**src/hw/wdsw_consts.svh**
```systemverilog
// offsets, field positions, reset values and timing counts of the block
`ifndef WDSW_CONSTS_SVH
`define WDSW_CONSTS_SVH

// ====================================================================
// register offsets
`define WDSW_OPT_ADDR    4'h0
`define WDSW_STAT_ADDR   4'h1

// ====================================================================
// reset values
`define WDSW_OPT_RESET   8'hff
`define WDSW_PORB_RESET  3'h3

// ====================================================================
// field positions
`define WDSW_OPT_WOC     7
`define WDSW_OPT_PSA     3
`define WDSW_STAT_PWF    7
`define WDSW_STAT_TO     4
`define WDSW_STAT_PD     3
`define WDSW_STAT_SLEEP  0

// ====================================================================
// timing
`define WDSW_WDT_PERIOD_US 18000
`define WDSW_CLK_MHZ       50

// ====================================================================
// verify and serial programming
`define WDSW_FREE_WORDS  11'h040
`define WDSW_OSC_CALIBRATION_WORD_ADDR 11'h3ff
`define WDSW_ID_BASE     11'h400
`define WDSW_CMD_LOAD    6'h02
`define WDSW_CMD_READ    6'h04
`define WDSW_CMD_INCR    6'h06
`define WDSW_CMD_LAST    4'h5
`define WDSW_DATA_LAST   4'hd

`endif

```
**src/hw/wdsw_pkg.sv**
```systemverilog
// types of the watchdog, sleep and wake-up block
package wdsw_pkg;

  // ==================================================================
  // serial programming states
  typedef enum logic [2:0] {
    WDSW_PS_CMD  = 3'b001,
    WDSW_PS_LOAD = 3'b010,
    WDSW_PS_READ = 3'b100
  } wdsw_pstate_t;

  // ==================================================================
  // whole state of the block
  typedef struct packed {
    logic [7:0]        option;
    logic              pin_wake;
    logic              to;
    logic              pd;
    logic              sleeping;
    logic [19:0]       wdt_cnt;
    logic [7:0]        pre_cnt;
    logic [3:0]        pin_latch;
    logic              rst_out;
    logic [7:0]        rdata;
    logic              prog_mode;
    logic              vpp_q;
    logic              clk_q;
    wdsw_pstate_t      pst;
    logic [3:0]        bit_cnt;
    logic [13:0]       shreg;
    logic [10:0]       addr;
    logic [3:0][13:0]  id;
    logic              pm_we;
    logic [11:0]       pm_wdata;
    logic              dout;
    logic              doe;
  } wdsw_state_t;

endpackage

```
**src/hw/wdsw_top.sv**
```systemverilog
// watchdog, sleep, wake-up, reset-cause flags and serial programming
`timescale 1ns/100ps
`include "wdsw_consts.svh"

module wdsw_top #(
  parameter int unsigned WDT_CYCLES = `WDSW_WDT_PERIOD_US * `WDSW_CLK_MHZ
) (
  // clock and reset
  input  wire logic         ref_clk,
  input  wire logic         rst_b,
  // register port
  input  wire logic [3:0]   reg_addr,
  input  wire logic [7:0]   reg_wdata,
  input  wire logic         reg_wr,
  input  wire logic         reg_rd,
  output logic      [7:0]   reg_rdata,
  // processor events and configuration
  input  wire logic         clear_watchdog_instr,
  input  wire logic         sleep_instr,
  input  wire logic         portb_access,
  input  wire logic         watchdog_enable,
  input  wire logic         reset_pin_enable,
  input  wire logic         code_protect,
  // pins
  input  wire logic         external_reset_pin_b,
  input  wire logic         programming_high_level,
  input  wire logic [5:0]   port_b_in,
  output logic              prog_data_out,
  output logic              prog_data_oe,
  // program memory
  output logic      [10:0]  pm_addr,
  input  wire logic [11:0]  pm_rdata,
  output logic              pm_we,
  output logic      [11:0]  pm_wdata,
  // device control
  output logic              device_reset,
  output logic              sleeping,
  output logic              osc_driver_off,
  output logic              port_hold,
  output logic              prog_mode
);
  import wdsw_pkg::*;

  // ==================================================================
  // register map
  // option at offset 0: write only, reads back as zero
  // status at offset 1: read only, writes ignored
  // unmapped offsets read zero and swallow writes
  // read data stands one cycle after the strobe, zero otherwise
  // write data lands at the strobe edge, visible the next cycle

  // ==================================================================
  // status layout
  // bit 7: pin wake flag, set only by a pin-change wake
  // bit 4: timeout flag, low after a watchdog timeout
  // bit 3: powerdown flag, low after a sleep instruction
  // bit 0: sleeping, high between sleep entry and wake
  // other bits read zero

  // ==================================================================
  // option layout
  // bit 7: wake-on-change disable, high blocks pin wake
  // bit 3: prescaler assign, high hands prescaler to watchdog
  // bits 2:0: prescale select, ratio is two to that power
  // remaining bits stored but unused here
  // every wake or reset source and power-up puts all ones back, programming mode does not

  // ==================================================================
  // watchdog timing
  // one count per prescaler hit, timeout at the last count
  // prescaler unassigned: hit on every clock
  // prescaler assigned: hit once per ratio clocks
  // timeout period scales by the ratio, up to 1:128
  // count runs awake and asleep while enabled
  // enable low freezes the count and blocks timeouts
  // counter is 20 bits: period must fit below 2^20 cycles

  // ==================================================================
  // clear and sleep instructions
  // clear zeroes counter, prescaler only when assigned
  // sleep zeroes the same, so a full period precedes a wake
  // sleep while already asleep is ignored
  // clear in the timeout cycle still loses to the timeout

  // ==================================================================
  // wake and reset sources
  // priority: reset pin, then watchdog, then pin change
  // watchdog and pin change each pulse the internal reset for one cycle
  // reset pin holds the internal reset while low
  // all sources wake from sleep and restart the watchdog
  // internal reset is an output only, never drives the pin

  // ==================================================================
  // reset cause codes, wake / timeout / powerdown
  // watchdog while asleep: 0 0 0
  // watchdog while awake: 0 0 unchanged
  // reset pin: 0, timeout and powerdown unchanged
  // pin change while asleep: 1 1 0
  // power-up: 0 1 1
  // flags otherwise hold until the next reset event or sleep instruction

  // ==================================================================
  // pin change detection
  // watched pins are port b bits 0, 1, 3 and 4
  // latch refreshed by every file or bit access to port b
  // compare is level based against the latch, not edge based
  // hazard: stale latch before sleep wakes at once
  // software must read the pins right before sleeping

  // ==================================================================
  // programming entry and exit
  // entry on the rising edge of the high level sample
  // clock and data pins must both be low at that edge
  // mode holds the core in reset and ends any sleep
  // level dropping leaves the mode and frees the data pin
  // address starts at zero on every entry

  // ==================================================================
  // serial commands
  // six command bits then fourteen data bits, lsb first
  // bits taken on each sampled rising edge of the clock pin
  // load: fourteen bits in, then one write pulse or id store
  // read: first bit out after the last command edge
  // read: each later rise shifts out the next bit
  // increment: address steps by one, no data phase
  // unknown codes are dropped without side effects

  // ==================================================================
  // protection and id words
  // protected reads return zero above the free window, except the id words
  // free window: first 64 words and the calibration word
  // four id words sit just above program memory
  // id words only reachable in programming mode

  // ==================================================================
  // helpers
  function automatic logic [3:0] watched(input logic [5:0] pins);
    watched = {pins[4], pins[3], pins[1], pins[0]};
  endfunction

  function automatic logic [19:0] bump20(input logic [19:0] v);
    bump20 = v + 20'h0_0001;
  endfunction

  localparam logic [19:0] WDT_LAST = 20'(WDT_CYCLES - 1);

  wdsw_state_t s_ff;
  wdsw_state_t nxt_s;

  logic [7:0]  ratio_last;
  logic        pre_hit;
  logic        wdt_to;
  logic        pin_chg;
  logic        ext_rst;
  logic [3:0]  cur_pins;
  logic        prog_rise;
  logic        in_id;
  logic [13:0] read_word;
  logic [13:0] word_in;
  logic [5:0]  cmd_in;

  // ==================================================================
  // next state
  always_comb begin
    nxt_s       = s_ff;
    nxt_s.pm_we = 1'b0;
    nxt_s.rdata = 8'h00;
    cur_pins    = watched(port_b_in);

    // register port
    if (reg_rd && reg_addr == `WDSW_STAT_ADDR) begin
      nxt_s.rdata[`WDSW_STAT_PWF]   = s_ff.pin_wake;
      nxt_s.rdata[`WDSW_STAT_TO]    = s_ff.to;
      nxt_s.rdata[`WDSW_STAT_PD]    = s_ff.pd;
      nxt_s.rdata[`WDSW_STAT_SLEEP] = s_ff.sleeping;
    end
    if (reg_wr && reg_addr == `WDSW_OPT_ADDR) begin
      nxt_s.option = reg_wdata;
    end

    // ratio is two to the select value
    ratio_last = (8'h01 << s_ff.option[2:0]) - 8'h01;
    pre_hit    = !s_ff.option[`WDSW_OPT_PSA] || s_ff.pre_cnt == ratio_last;
    nxt_s.pre_cnt = pre_hit ? 8'h00 : s_ff.pre_cnt + 8'h01;

    wdt_to = watchdog_enable && pre_hit && s_ff.wdt_cnt == WDT_LAST;
    if (watchdog_enable && pre_hit) begin
      nxt_s.wdt_cnt = wdt_to ? 20'h0_0000 : bump20(s_ff.wdt_cnt);
    end

    // latch pins at each port access
    if (portb_access) begin
      nxt_s.pin_latch = cur_pins;
    end
    // compare against latch, no edge needed
    pin_chg = s_ff.sleeping && !s_ff.option[`WDSW_OPT_WOC]
              && cur_pins != s_ff.pin_latch;
    ext_rst = reset_pin_enable && !external_reset_pin_b && !s_ff.prog_mode;

    if (clear_watchdog_instr) begin
      nxt_s.wdt_cnt = 20'h0_0000;
      if (s_ff.option[`WDSW_OPT_PSA]) begin
        nxt_s.pre_cnt = 8'h00;
      end
    end
    if (sleep_instr && !s_ff.sleeping) begin
      nxt_s.wdt_cnt = 20'h0_0000;
      if (s_ff.option[`WDSW_OPT_PSA]) begin
        nxt_s.pre_cnt = 8'h00;
      end
      nxt_s.to       = 1'b1;
      nxt_s.pd       = 1'b0;
      nxt_s.sleeping = 1'b1;
    end

    // wake and reset sources, reset pin first
    if (ext_rst || wdt_to || pin_chg) begin
      nxt_s.sleeping = 1'b0;
      nxt_s.option   = `WDSW_OPT_RESET;
      nxt_s.wdt_cnt  = 20'h0_0000;
      nxt_s.pre_cnt  = 8'h00;
    end
    if (ext_rst) begin
      // reset pin keeps timeout and powerdown
      // reset pin codes start with wake flag low
      nxt_s.pin_wake = 1'b0;
    end else if (wdt_to) begin
      nxt_s.pin_wake = 1'b0;
      nxt_s.to       = 1'b0;
      nxt_s.pd       = s_ff.sleeping ? 1'b0 : s_ff.pd;
    end else if (pin_chg) begin
      nxt_s.pin_wake = 1'b1;
      nxt_s.to       = 1'b1;
      nxt_s.pd       = 1'b0;
    end

    // ================================================================
    // serial programming
    nxt_s.vpp_q = programming_high_level;
    nxt_s.clk_q = port_b_in[1];
    prog_rise   = s_ff.prog_mode && port_b_in[1] && !s_ff.clk_q;
    word_in     = {port_b_in[0], s_ff.shreg[13:1]};
    cmd_in      = {port_b_in[0], s_ff.shreg[13:9]};
    in_id       = s_ff.addr[10:2] == `WDSW_ID_BASE >> 2;

    if (in_id) begin
      read_word = s_ff.id[s_ff.addr[1:0]];
    end else if (code_protect && s_ff.addr >= `WDSW_FREE_WORDS
                 && s_ff.addr != `WDSW_OSC_CALIBRATION_WORD_ADDR) begin
      read_word = 14'h0000;
    end else begin
      read_word = {2'b00, pm_rdata};
    end

    // entry with clock and data low
    if (programming_high_level && !s_ff.vpp_q
        && !port_b_in[1] && !port_b_in[0]) begin
      nxt_s.prog_mode = 1'b1;
      nxt_s.pst       = WDSW_PS_CMD;
      nxt_s.bit_cnt   = 4'h0;
      nxt_s.addr      = 11'h000;
      nxt_s.sleeping  = 1'b0;
    end else if (!programming_high_level) begin
      nxt_s.prog_mode = 1'b0;
      nxt_s.pst       = WDSW_PS_CMD;
      nxt_s.bit_cnt   = 4'h0;
      nxt_s.doe       = 1'b0;
      nxt_s.dout      = 1'b0;
    end else if (prog_rise) begin
      nxt_s.bit_cnt = s_ff.bit_cnt + 4'h1;
      unique case (s_ff.pst)
        WDSW_PS_CMD: begin
          nxt_s.shreg = word_in;
          if (s_ff.bit_cnt == `WDSW_CMD_LAST) begin
            nxt_s.bit_cnt = 4'h0;
            if (cmd_in == `WDSW_CMD_LOAD) begin
              nxt_s.pst = WDSW_PS_LOAD;
            end else if (cmd_in == `WDSW_CMD_READ) begin
              nxt_s.pst   = WDSW_PS_READ;
              nxt_s.shreg = read_word;
              nxt_s.dout  = read_word[0];
              nxt_s.doe   = 1'b1;
            end else if (cmd_in == `WDSW_CMD_INCR) begin
              nxt_s.addr = s_ff.addr + 11'h001;
            end
          end
        end
        WDSW_PS_LOAD: begin
          nxt_s.shreg = word_in;
          if (s_ff.bit_cnt == `WDSW_DATA_LAST) begin
            nxt_s.bit_cnt = 4'h0;
            nxt_s.pst     = WDSW_PS_CMD;
            if (in_id) begin
              nxt_s.id[s_ff.addr[1:0]] = word_in;
            end else begin
              nxt_s.pm_we    = 1'b1;
              nxt_s.pm_wdata = word_in[11:0];
            end
          end
        end
        WDSW_PS_READ: begin
          nxt_s.shreg = {1'b0, s_ff.shreg[13:1]};
          nxt_s.dout  = s_ff.shreg[1];
          if (s_ff.bit_cnt == `WDSW_DATA_LAST) begin
            nxt_s.bit_cnt = 4'h0;
            nxt_s.pst     = WDSW_PS_CMD;
            nxt_s.doe     = 1'b0;
            nxt_s.dout    = 1'b0;
          end
        end
      endcase
    end

    // internal reset only, no pin drive
    nxt_s.rst_out = ext_rst || wdt_to || pin_chg || nxt_s.prog_mode;
  end

  // ==================================================================
  // state register
  always_ff @(posedge ref_clk) begin
    if (!rst_b) begin
      s_ff           <= '0;
      s_ff.option    <= `WDSW_OPT_RESET;
      {s_ff.pin_wake, s_ff.to, s_ff.pd} <= `WDSW_PORB_RESET;
      s_ff.pst       <= WDSW_PS_CMD;
      s_ff.rst_out   <= 1'b1;
    end else begin
      s_ff <= nxt_s;
    end
  end

  // ==================================================================
  // outputs
  assign reg_rdata      = s_ff.rdata;
  assign prog_data_out  = s_ff.dout;
  assign prog_data_oe   = s_ff.doe;
  assign pm_addr        = s_ff.addr;
  assign pm_we          = s_ff.pm_we;
  assign pm_wdata       = s_ff.pm_wdata;
  assign device_reset   = s_ff.rst_out;
  assign sleeping       = s_ff.sleeping;
  assign osc_driver_off = s_ff.sleeping;
  assign port_hold      = s_ff.sleeping;
  assign prog_mode      = s_ff.prog_mode;

endmodule

```
**config.mk**
```make
export PLATFORM = sky130hd
export DESIGN_NAME = wdsw_top
export DESIGN_NICKNAME = d
export VERILOG_FILES = /design/src/hw/wdsw_pkg.sv /design/src/hw/wdsw_top.sv
export VERILOG_INCLUDE_DIRS = /design/src /design/src/hw
export SDC_FILE = /design/constraint.sdc
export NUM_CORES = 1
export LEC_CHECK = 0
export BUFFER_PORTS_ARGS = -buffer_cell sky130_fd_sc_hd__buf_4
export CAP_MARGIN = 30
export CORE_UTILIZATION = 63
export CTS_CLUSTER_SIZE = 24
export DETAILED_ROUTE_END_ITERATION = 10
export PLACE_DENSITY = 0.95
export SYNTH_ARGS = -nofsm -noshare
export SYNTH_HDL_FRONTEND = slang
export SYNTH_SLANG_ARGS = --single-unit
```
**constraint.sdc**
```tcl
create_clock -name ref_clk -period 5.85 [get_ports ref_clk]
set_clock_uncertainty 0.1 [all_clocks]
set_input_delay 0.8775 -clock ref_clk [delete_from_list [all_inputs] [get_ports ref_clk]]
set_output_delay 0.8775 -clock ref_clk [all_outputs]
set_load 0.01 [all_outputs]
```
==> results of run 1 <==
per-layer routing:
layer,part of all wire [%],global-route usage (%),vias to the layer above
met3,8.7,8.29,74
met2,49,52.2,383
li1,-,-,2965
met5,0,0,-
met4,3.9,17.2,0
met1,39,38.1,3000
kinds of logic after synthesis:
group | Yosys count | synth area share (%)
AO/OA/AOI/OAI | 148 | 13.4
XOR/XNOR | 38 | 4.51
adder cells (fa/ha/maj) | 9 | 1.52
buffers and inverters | 100 | 7.01
flip-flops | 151 | 40.9
multiplexers | 38 | 7.54
other | 1 | 0.0508
AND/OR/NAND/NOR | 370 | 25.0
worst paths after layout:
check	end	slack [ns]	from	depth (start not counted)
worst max-delay path	s_ff[146]$_SDFFE_PP0P_	2.00	s_ff[152]$_SDFFE_PP1P_	9
worst min-delay path	flip-flop	0.35	flip-flop	2
worst max register to register	s_ff[146]$_SDFFE_PP0P_	2.00	s_ff[152]$_SDFFE_PP1P_	9
worst min register to register	flip-flop	0.35	flip-flop	2
worst max-delay path, cell delays in order, from the launching register on:
cell and delay (ns):
dfxtp_1 0.42, or3_1 0.41, ha_1 0.32, nor2b_1 0.17
o22ai_1 0.13, a32oi_1 0.07, o2111ai_1 0.86, nand2_2 0.50
or4_1 0.63, a21oi_1 0.16
report_power, final:
group	switching (mW)	internal, mW
clock network	0.426	0.681
registers	0.00585	1.03
logic	0.0394	0.0369
total	0.472	1.75
through the flow:
| step | utilization [%] | power (mW) |
|---|---|---|
| floorplan | - | 1.10 |
| global placement | 67.3 | 1.13 |
| detailed placement | 67.3 | 1.14 |
| CTS | 72.5 | 2.23 |
| global route | 72.5 | 2.28 |
| finish | 72.5 | 2.22 |
final cells by class:
cell class,instances,share of cell area [%]
multi-input cells,607,46.7
flip-flops and latches,151,36.5
repair buffers,76,6.89
clock buffers,20,5.39
well taps,143,2.16
clock inverters,12,1.83
inverters,11,0.499
layout by cell type (no fill, tap or decap), drive strengths merged, types with 7 or more instances in the layout:
master / count
nor2b: 21
nor2: 48
mux4: 14
xnor2: 14
and3: 21
ha: 9
clkbuf: 20
buf: 76
a21oi: 26
xor2: 24
dfxtp: 151
nand3: 85
nand4: 10
nand2: 123
or3: 7
inv: 12
mux2i: 23
o21ai: 28
and2: 14
a21boi: 57
==> impl_metrics.yaml, run 1 <==
yosys:
  syn_inst: 855
  syn-mean-instance-area_um2: 8.64
  synth_edf_count: 0
  synth_top_cell_area_share_pct: 40.9
  synth_most_common_cell: "dfxtp_1"
  yosysSeqAreaShare_pct: 40.9
  synth_flop_cell: "dfxtp_1"
  synth_cell_type_count: 60
  synth_area_mm2: 0.00739
  ys_seq_elements: 151
  yosys_warnings: 0
  synthTopCellsByCount: "151 x dfxtp_1, 122 x nand2_1, 85 x nand3_1"
  yosys-top-cells-area: "dfxtp_1 41%, nand2_1 6.2%, nand3_1 5.8%, a21boi_0 4.8%, mux4_2 4.3%"
  yosysTopAreaCell: "dfxtp_1"
  synth-async-reset-ratio_pct: 0
final_layout:
  num-fill-cells: 750
  stdcell_count: 1020
  fin_area_mm2: 0.00828
  syn_to_final_growth_pct: 12.1
  multi_input_area_mm2: 0.00387
  drive_gt1_share_pct: 14.8
  nNetsFinal: 915
  regArea_mm2: 0.00302
  diodes: 0
clock_tree:
  post-cts-setup-buffers: 0
  cts_root_buffer: "clkbuf_16"
  cts.sinks: 151
  cts_tree: "built"
  htree_levels: 4
  clock_latency_ns: 0.43
  cts_buffers: 17
  postCtsHoldBufs: 0
  post_cts_resized: 0
  clkTransAtPathRegs_ns: 0.06
  clockBufferDepth: 2
timing:
  period_needed_ns: 3.85
  slew_viol_final: 0
  rsz0062_at_grt: "no"
  worst_slew_pin_slew_ns: 1.07
  fin_hold_ws_ns: 0.352
  fin_tns_setup_ns: 0
  hold_violations: 0
  finalSetupViolCount: 0
  finalWorstSetupSlack_ns: 2.00
  relSlewSlack_pct: 28.8
  min_period_over_period_pct: 65.7
  timing.fmax_mhz: 260
floorplan:
  dieArea_mm2: 0.0122
  num_rows: 39
  io_pins: 81
  fp.dieW_um: 110
  coreArea_mm2: 0.0114
  start_util_pct: 64.7
  die_y_um: 110
setup_path:
  critical_path_class: "reg2reg"
  crit_required_ns: 6.10
  end_kind: "flip-flop"
  crit_fanout: 26
  worstPathArrival_ns: 4.10
  critPathLaunchType: "flip-flop"
route:
  drcViolationCount: 0
  vias_per_cell: 6.30
  ant_nets: 0
  wl_per_cell_um: 18.3
  wl_um: 18600
  vias: 6422
  firstDrtPassIters: 7
  drt_iter0_drc: 994
placed_design:
  gp_congestion: 0.865
  dp.cells: 988
  dp_slack_ns: 2.11
  dp_hpwl_um: 11400
  port_buffers: 71
  place_area_mm2: 0.00768
power_and_ir_drop:
  leakage_nw: 3.00
  ir_drop_uv: 322
  power.density_mw_per_mm2: 268
global_route:
  grt_overflow: 0
  grt_max_degree: 91
  grt_pass1_wl_um: 29300
  grt_pass1_vias: 6023
  antenna_found_initial: 0
  grt_use_total_pct: 31.8
job:
  cap_viol_max_count: 0
worst_hold_path:
  min_path_type: "reg2reg"
run_status:
  outcome: "finished, final reports clean"
No activity file was read; power rests on OpenSTA's default activity.
==> run 2, diff against run 1 <==
--- a/config.mk
+++ b/config.mk
@@ -6,12 +6,13 @@
 export SDC_FILE = /design/constraint.sdc
 export NUM_CORES = 1
 export LEC_CHECK = 0
+export ABC_AREA = 1
 export BUFFER_PORTS_ARGS = -buffer_cell sky130_fd_sc_hd__buf_4
 export CAP_MARGIN = 30
-export CORE_UTILIZATION = 63
+export CORE_UTILIZATION = 59
 export CTS_CLUSTER_SIZE = 24
 export DETAILED_ROUTE_END_ITERATION = 10
-export PLACE_DENSITY = 0.95
+export PLACE_DENSITY = 0.92
 export SYNTH_ARGS = -nofsm -noshare
 export SYNTH_HDL_FRONTEND = slang
 export SYNTH_SLANG_ARGS = --single-unit
==> constraint.sdc (replaced) <==
create_clock -name ref_clk -period 3.8 [get_ports ref_clk]
set_clock_uncertainty 0.1 [all_clocks]
set_input_delay 0.57 -clock ref_clk [delete_from_list [all_inputs] [get_ports ref_clk]]
set_output_delay 0.57 -clock ref_clk [all_outputs]
set_load 0.01 [all_outputs]
==> impl_metrics.yaml, run 2 <==
run_status:
  outcome: "finished, final reports clean"
worst_hold_path:
  hold_depth: 3
  min_path_type: "in2reg"
timing:
  fin_tns_setup_ns: 0
  slew_viol_final: 0
  finalWorstSetupSlack_ns: 1.03
  timing.fmax_mhz: 361
  worst_slew_pin_slew_ns: 0.911
  relSlewSlack_pct: 39.1
  finalSetupViolCount: 0
  rsz0062_at_grt: "no"
  period_needed_ns: 2.77
  hold_violations: 0
  min_period_over_period_pct: 72.8
route:
  drcViolationCount: 0
  firstDrtPassIters: 6
  drt_iter0_drc: 851
  ant_nets: 0
  vias_per_cell: 5.71
  wl_um: 19500
  vias: 7427
  wl_per_cell_um: 15.0
floorplan:
  fp.dieW_um: 118
  num_rows: 42
  start_util_pct: 60.5
  coreArea_mm2: 0.0132
  die_y_um: 118
  dieArea_mm2: 0.0140
  io_pins: 81
final_layout:
  syn_to_final_growth_pct: 10.9
  layout_commonest_cell: "dfxtp_1"
  diodes: 0
  layout_common_cells: "151 x dfxtp_1, 146 x inv_1, 133 x nand2_1, 124 x o21ai_0, 116 x a21oi_1"
  fin_area_mm2: 0.00885
  drive_gt1_share_pct: 14.9
  nNetsFinal: 1163
power_and_ir_drop:
  power.total_mw: 3.38
  power.density_mw_per_mm2: 382
  pwr-share-comb_pct: 4.3
  sequentialPowerShare_pct: 47.4
  switching_share_pct: 22.5
  p_clk_share_pct: 48.2
  netSwitchingPower_mw: 0.762
  ir_drop_uv: 364
  leakage_nw: 3.28
  intPower_mw: 2.62
clock_tree:
  clock_latency_ns: 0.43
  clkTransAtPathRegs_ns: 0.06
  post-cts-setup-buffers: 0
  post_cts_resized: 0
  cts.sinks: 151
  cts_tree: "built"
  htree_levels: 4
  cts_root_buffer: "clkbuf_16"
  clockBufferDepth: 2
  postCtsHoldBufs: 0
  cts_buffers: 17
global_route:
  grt_use_total_pct: 28.7
  grt_pass1_vias: 6886
  grt_pass1_wl_um: 32600
  antenna_found_initial: 0
  grt_max_degree: 83
  grt_overflow: 0
job:
  cap_viol_max_count: 0
yosys:
  synthTopCellsByCount: "151 x dfxtp_1, 146 x inv_1, 133 x nand2_1"
  synth_most_common_cell: "dfxtp_1"
  yosys-top-cells-area: "dfxtp_1 38%, o21ai_0 7.8%, a21oi_1 7.3%, inv_1 6.9%, nand2_1 6.3%"
  synth_edf_count: 0
  yosysSeqAreaShare_pct: 37.9
  synth-async-reset-ratio_pct: 0
  synth_cell_type_count: 47
  yosysTopAreaCell: "dfxtp_1"
  syn-mean-instance-area_um2: 7.31
  yosys_warnings: 0
  synth_top_cell_area_share_pct: 37.9
  syn_inst: 1091
  ys_seq_elements: 151
  synth_area_mm2: 0.00798
  synth_flop_cell: "dfxtp_1"
placed_design:
  dp_slack_ns: 1.12
  port_buffers: 71
  gp_congestion: 0.931
  place_area_mm2: 0.00827
  dp_hpwl_um: 12700
setup_path:
  critPathLaunchType: "flip-flop"
  worstRegToRegCells: 10
  crit_required_ns: 3.98
  worstPathArrival_ns: 2.95
  critical_path_class: "reg2reg"
  cp_num_buf_inv: 1
  cp_common_cell: "nand2_1"
  cp.depth: 10
  crit_fanout: 13
  critPathTopFamily: "simple AND/OR/NAND/NOR gates"
  worst_path_largest_cell_delay_ns: 0.76
  slowest_stage: "nor3_4"
  crit_chain: "nor2_1 > nand2_1 > nor3_4 > inv_1 > nand3_1 > a21oi_1 > o21ai_0 > nand2_1 > nand2_1 > a21oi_1"
  end_kind: "flip-flop"
==> run 2: cell types whose count changed in the layout (fill, tap and decap cells not counted), moves of 11 or more <==
| cell | change |
|---|---|
| a21boi_0 | -47 |
| and3_1 | -21 |
| nor2_4 | +21 |
| nor2_1 | +30 |
| nor2b_1 | -21 |
| nor3_1 | +26 |
| mux4_2 | -14 |
| mux2i_1 | -21 |
| and2_1 | -14 |
| xor2_1 | -11 |
| nand2_1 | +11 |
| a21oi_1 | +91 |
| inv_1 | +135 |
| o21ai_0 | +102 |
==> run 2: kinds of logic after synthesis <==
kind of cell / share of synthesized area, %
other: 0.0470
and+or+nand+nor: 26.5
xor gates and xnor gates: 2.51
buffers and inverters: 13.7
DFF: 37.9
AOI/OAI and AO/OA: 17.7
muxes: 0.251
adders and majority gates: 1.41
==> run 2: worst paths after layout <==
path,start,to,slack [ns]
setup / recovery,pm_addr[6]$_SDFFE_PP0P_,s_ff[90]$_SDFFE_PN0P_,1.03
hold / removal,reg_wdata[3],s_ff[154]$_SDFFE_PP1P_,0.26
setup reg to reg,pm_addr[6]$_SDFFE_PP0P_,s_ff[90]$_SDFFE_PN0P_,1.03
hold reg to reg,flip-flop,flip-flop,0.34
==> run 2: worst reg2reg max path: stages (launching register included) <==
cell and delay [ns]:
dfxtp_1 0.36, nor2_1 0.13, nand2_1 0.11, nor3_4 0.76, inv_1 0.47, nand3_1 0.18, a21oi_1 0.05, o21ai_0 0.25
nand2_1 0.09, nand2_1 0.07, a21oi_1 0.06
==> run 2: stage by stage <==
step	std cells	utilization, %	hold WS (ns)
after floorplan	1094	-	0.317
after global placement	1269	62.7	0.329
after detailed placement	1269	62.7	0.334
after CTS	1301	67.1	0.251
after global routing	1301	67.1	0.275
final	1301	67.1	0.260
==> run 2: power groups by stage <==
| stage | combinational [mW] | clock, mW | sequential, mW |
|---|---|---|---|
| after CTS | 0.146 | 1.64 | 1.60 |
| after global placement | 0.139 | 0 | 1.64 |
| after global routing | 0.162 | 1.71 | 1.61 |
| after detailed placement | 0.143 | 0 | 1.64 |
| final | 0.147 | 1.63 | 1.60 |
| after floorplan | 0.0957 | 0 | 1.64 |
==> run 2: cell type report <==
class | count | area (um^2)
Inverter | 157 | 594
Multi-Input combinational cell | 710 | 3870
Sequential cell | 151 | 3020
Fill cell | 1013 | 4340
Tap cell | 176 | 220
Clock buffer | 22 | 484
Clock inverter | 10 | 96.3
Timing Repair Buffer | 75 | 563
==> run 2: routing by layer <==
layer / share of wire, % / track usage (%) / wire (um) / vias up
li1: - / - / - / 3594
met5: 0 / 0 / 0 / -
met2: 48 / 48.5 / 9440 / 360
met3: 8.5 / 6.56 / 1650 / 52
met4: 2.0 / 10.4 / 393 / 0
met1: 41 / 35.6 / 7990 / 3421
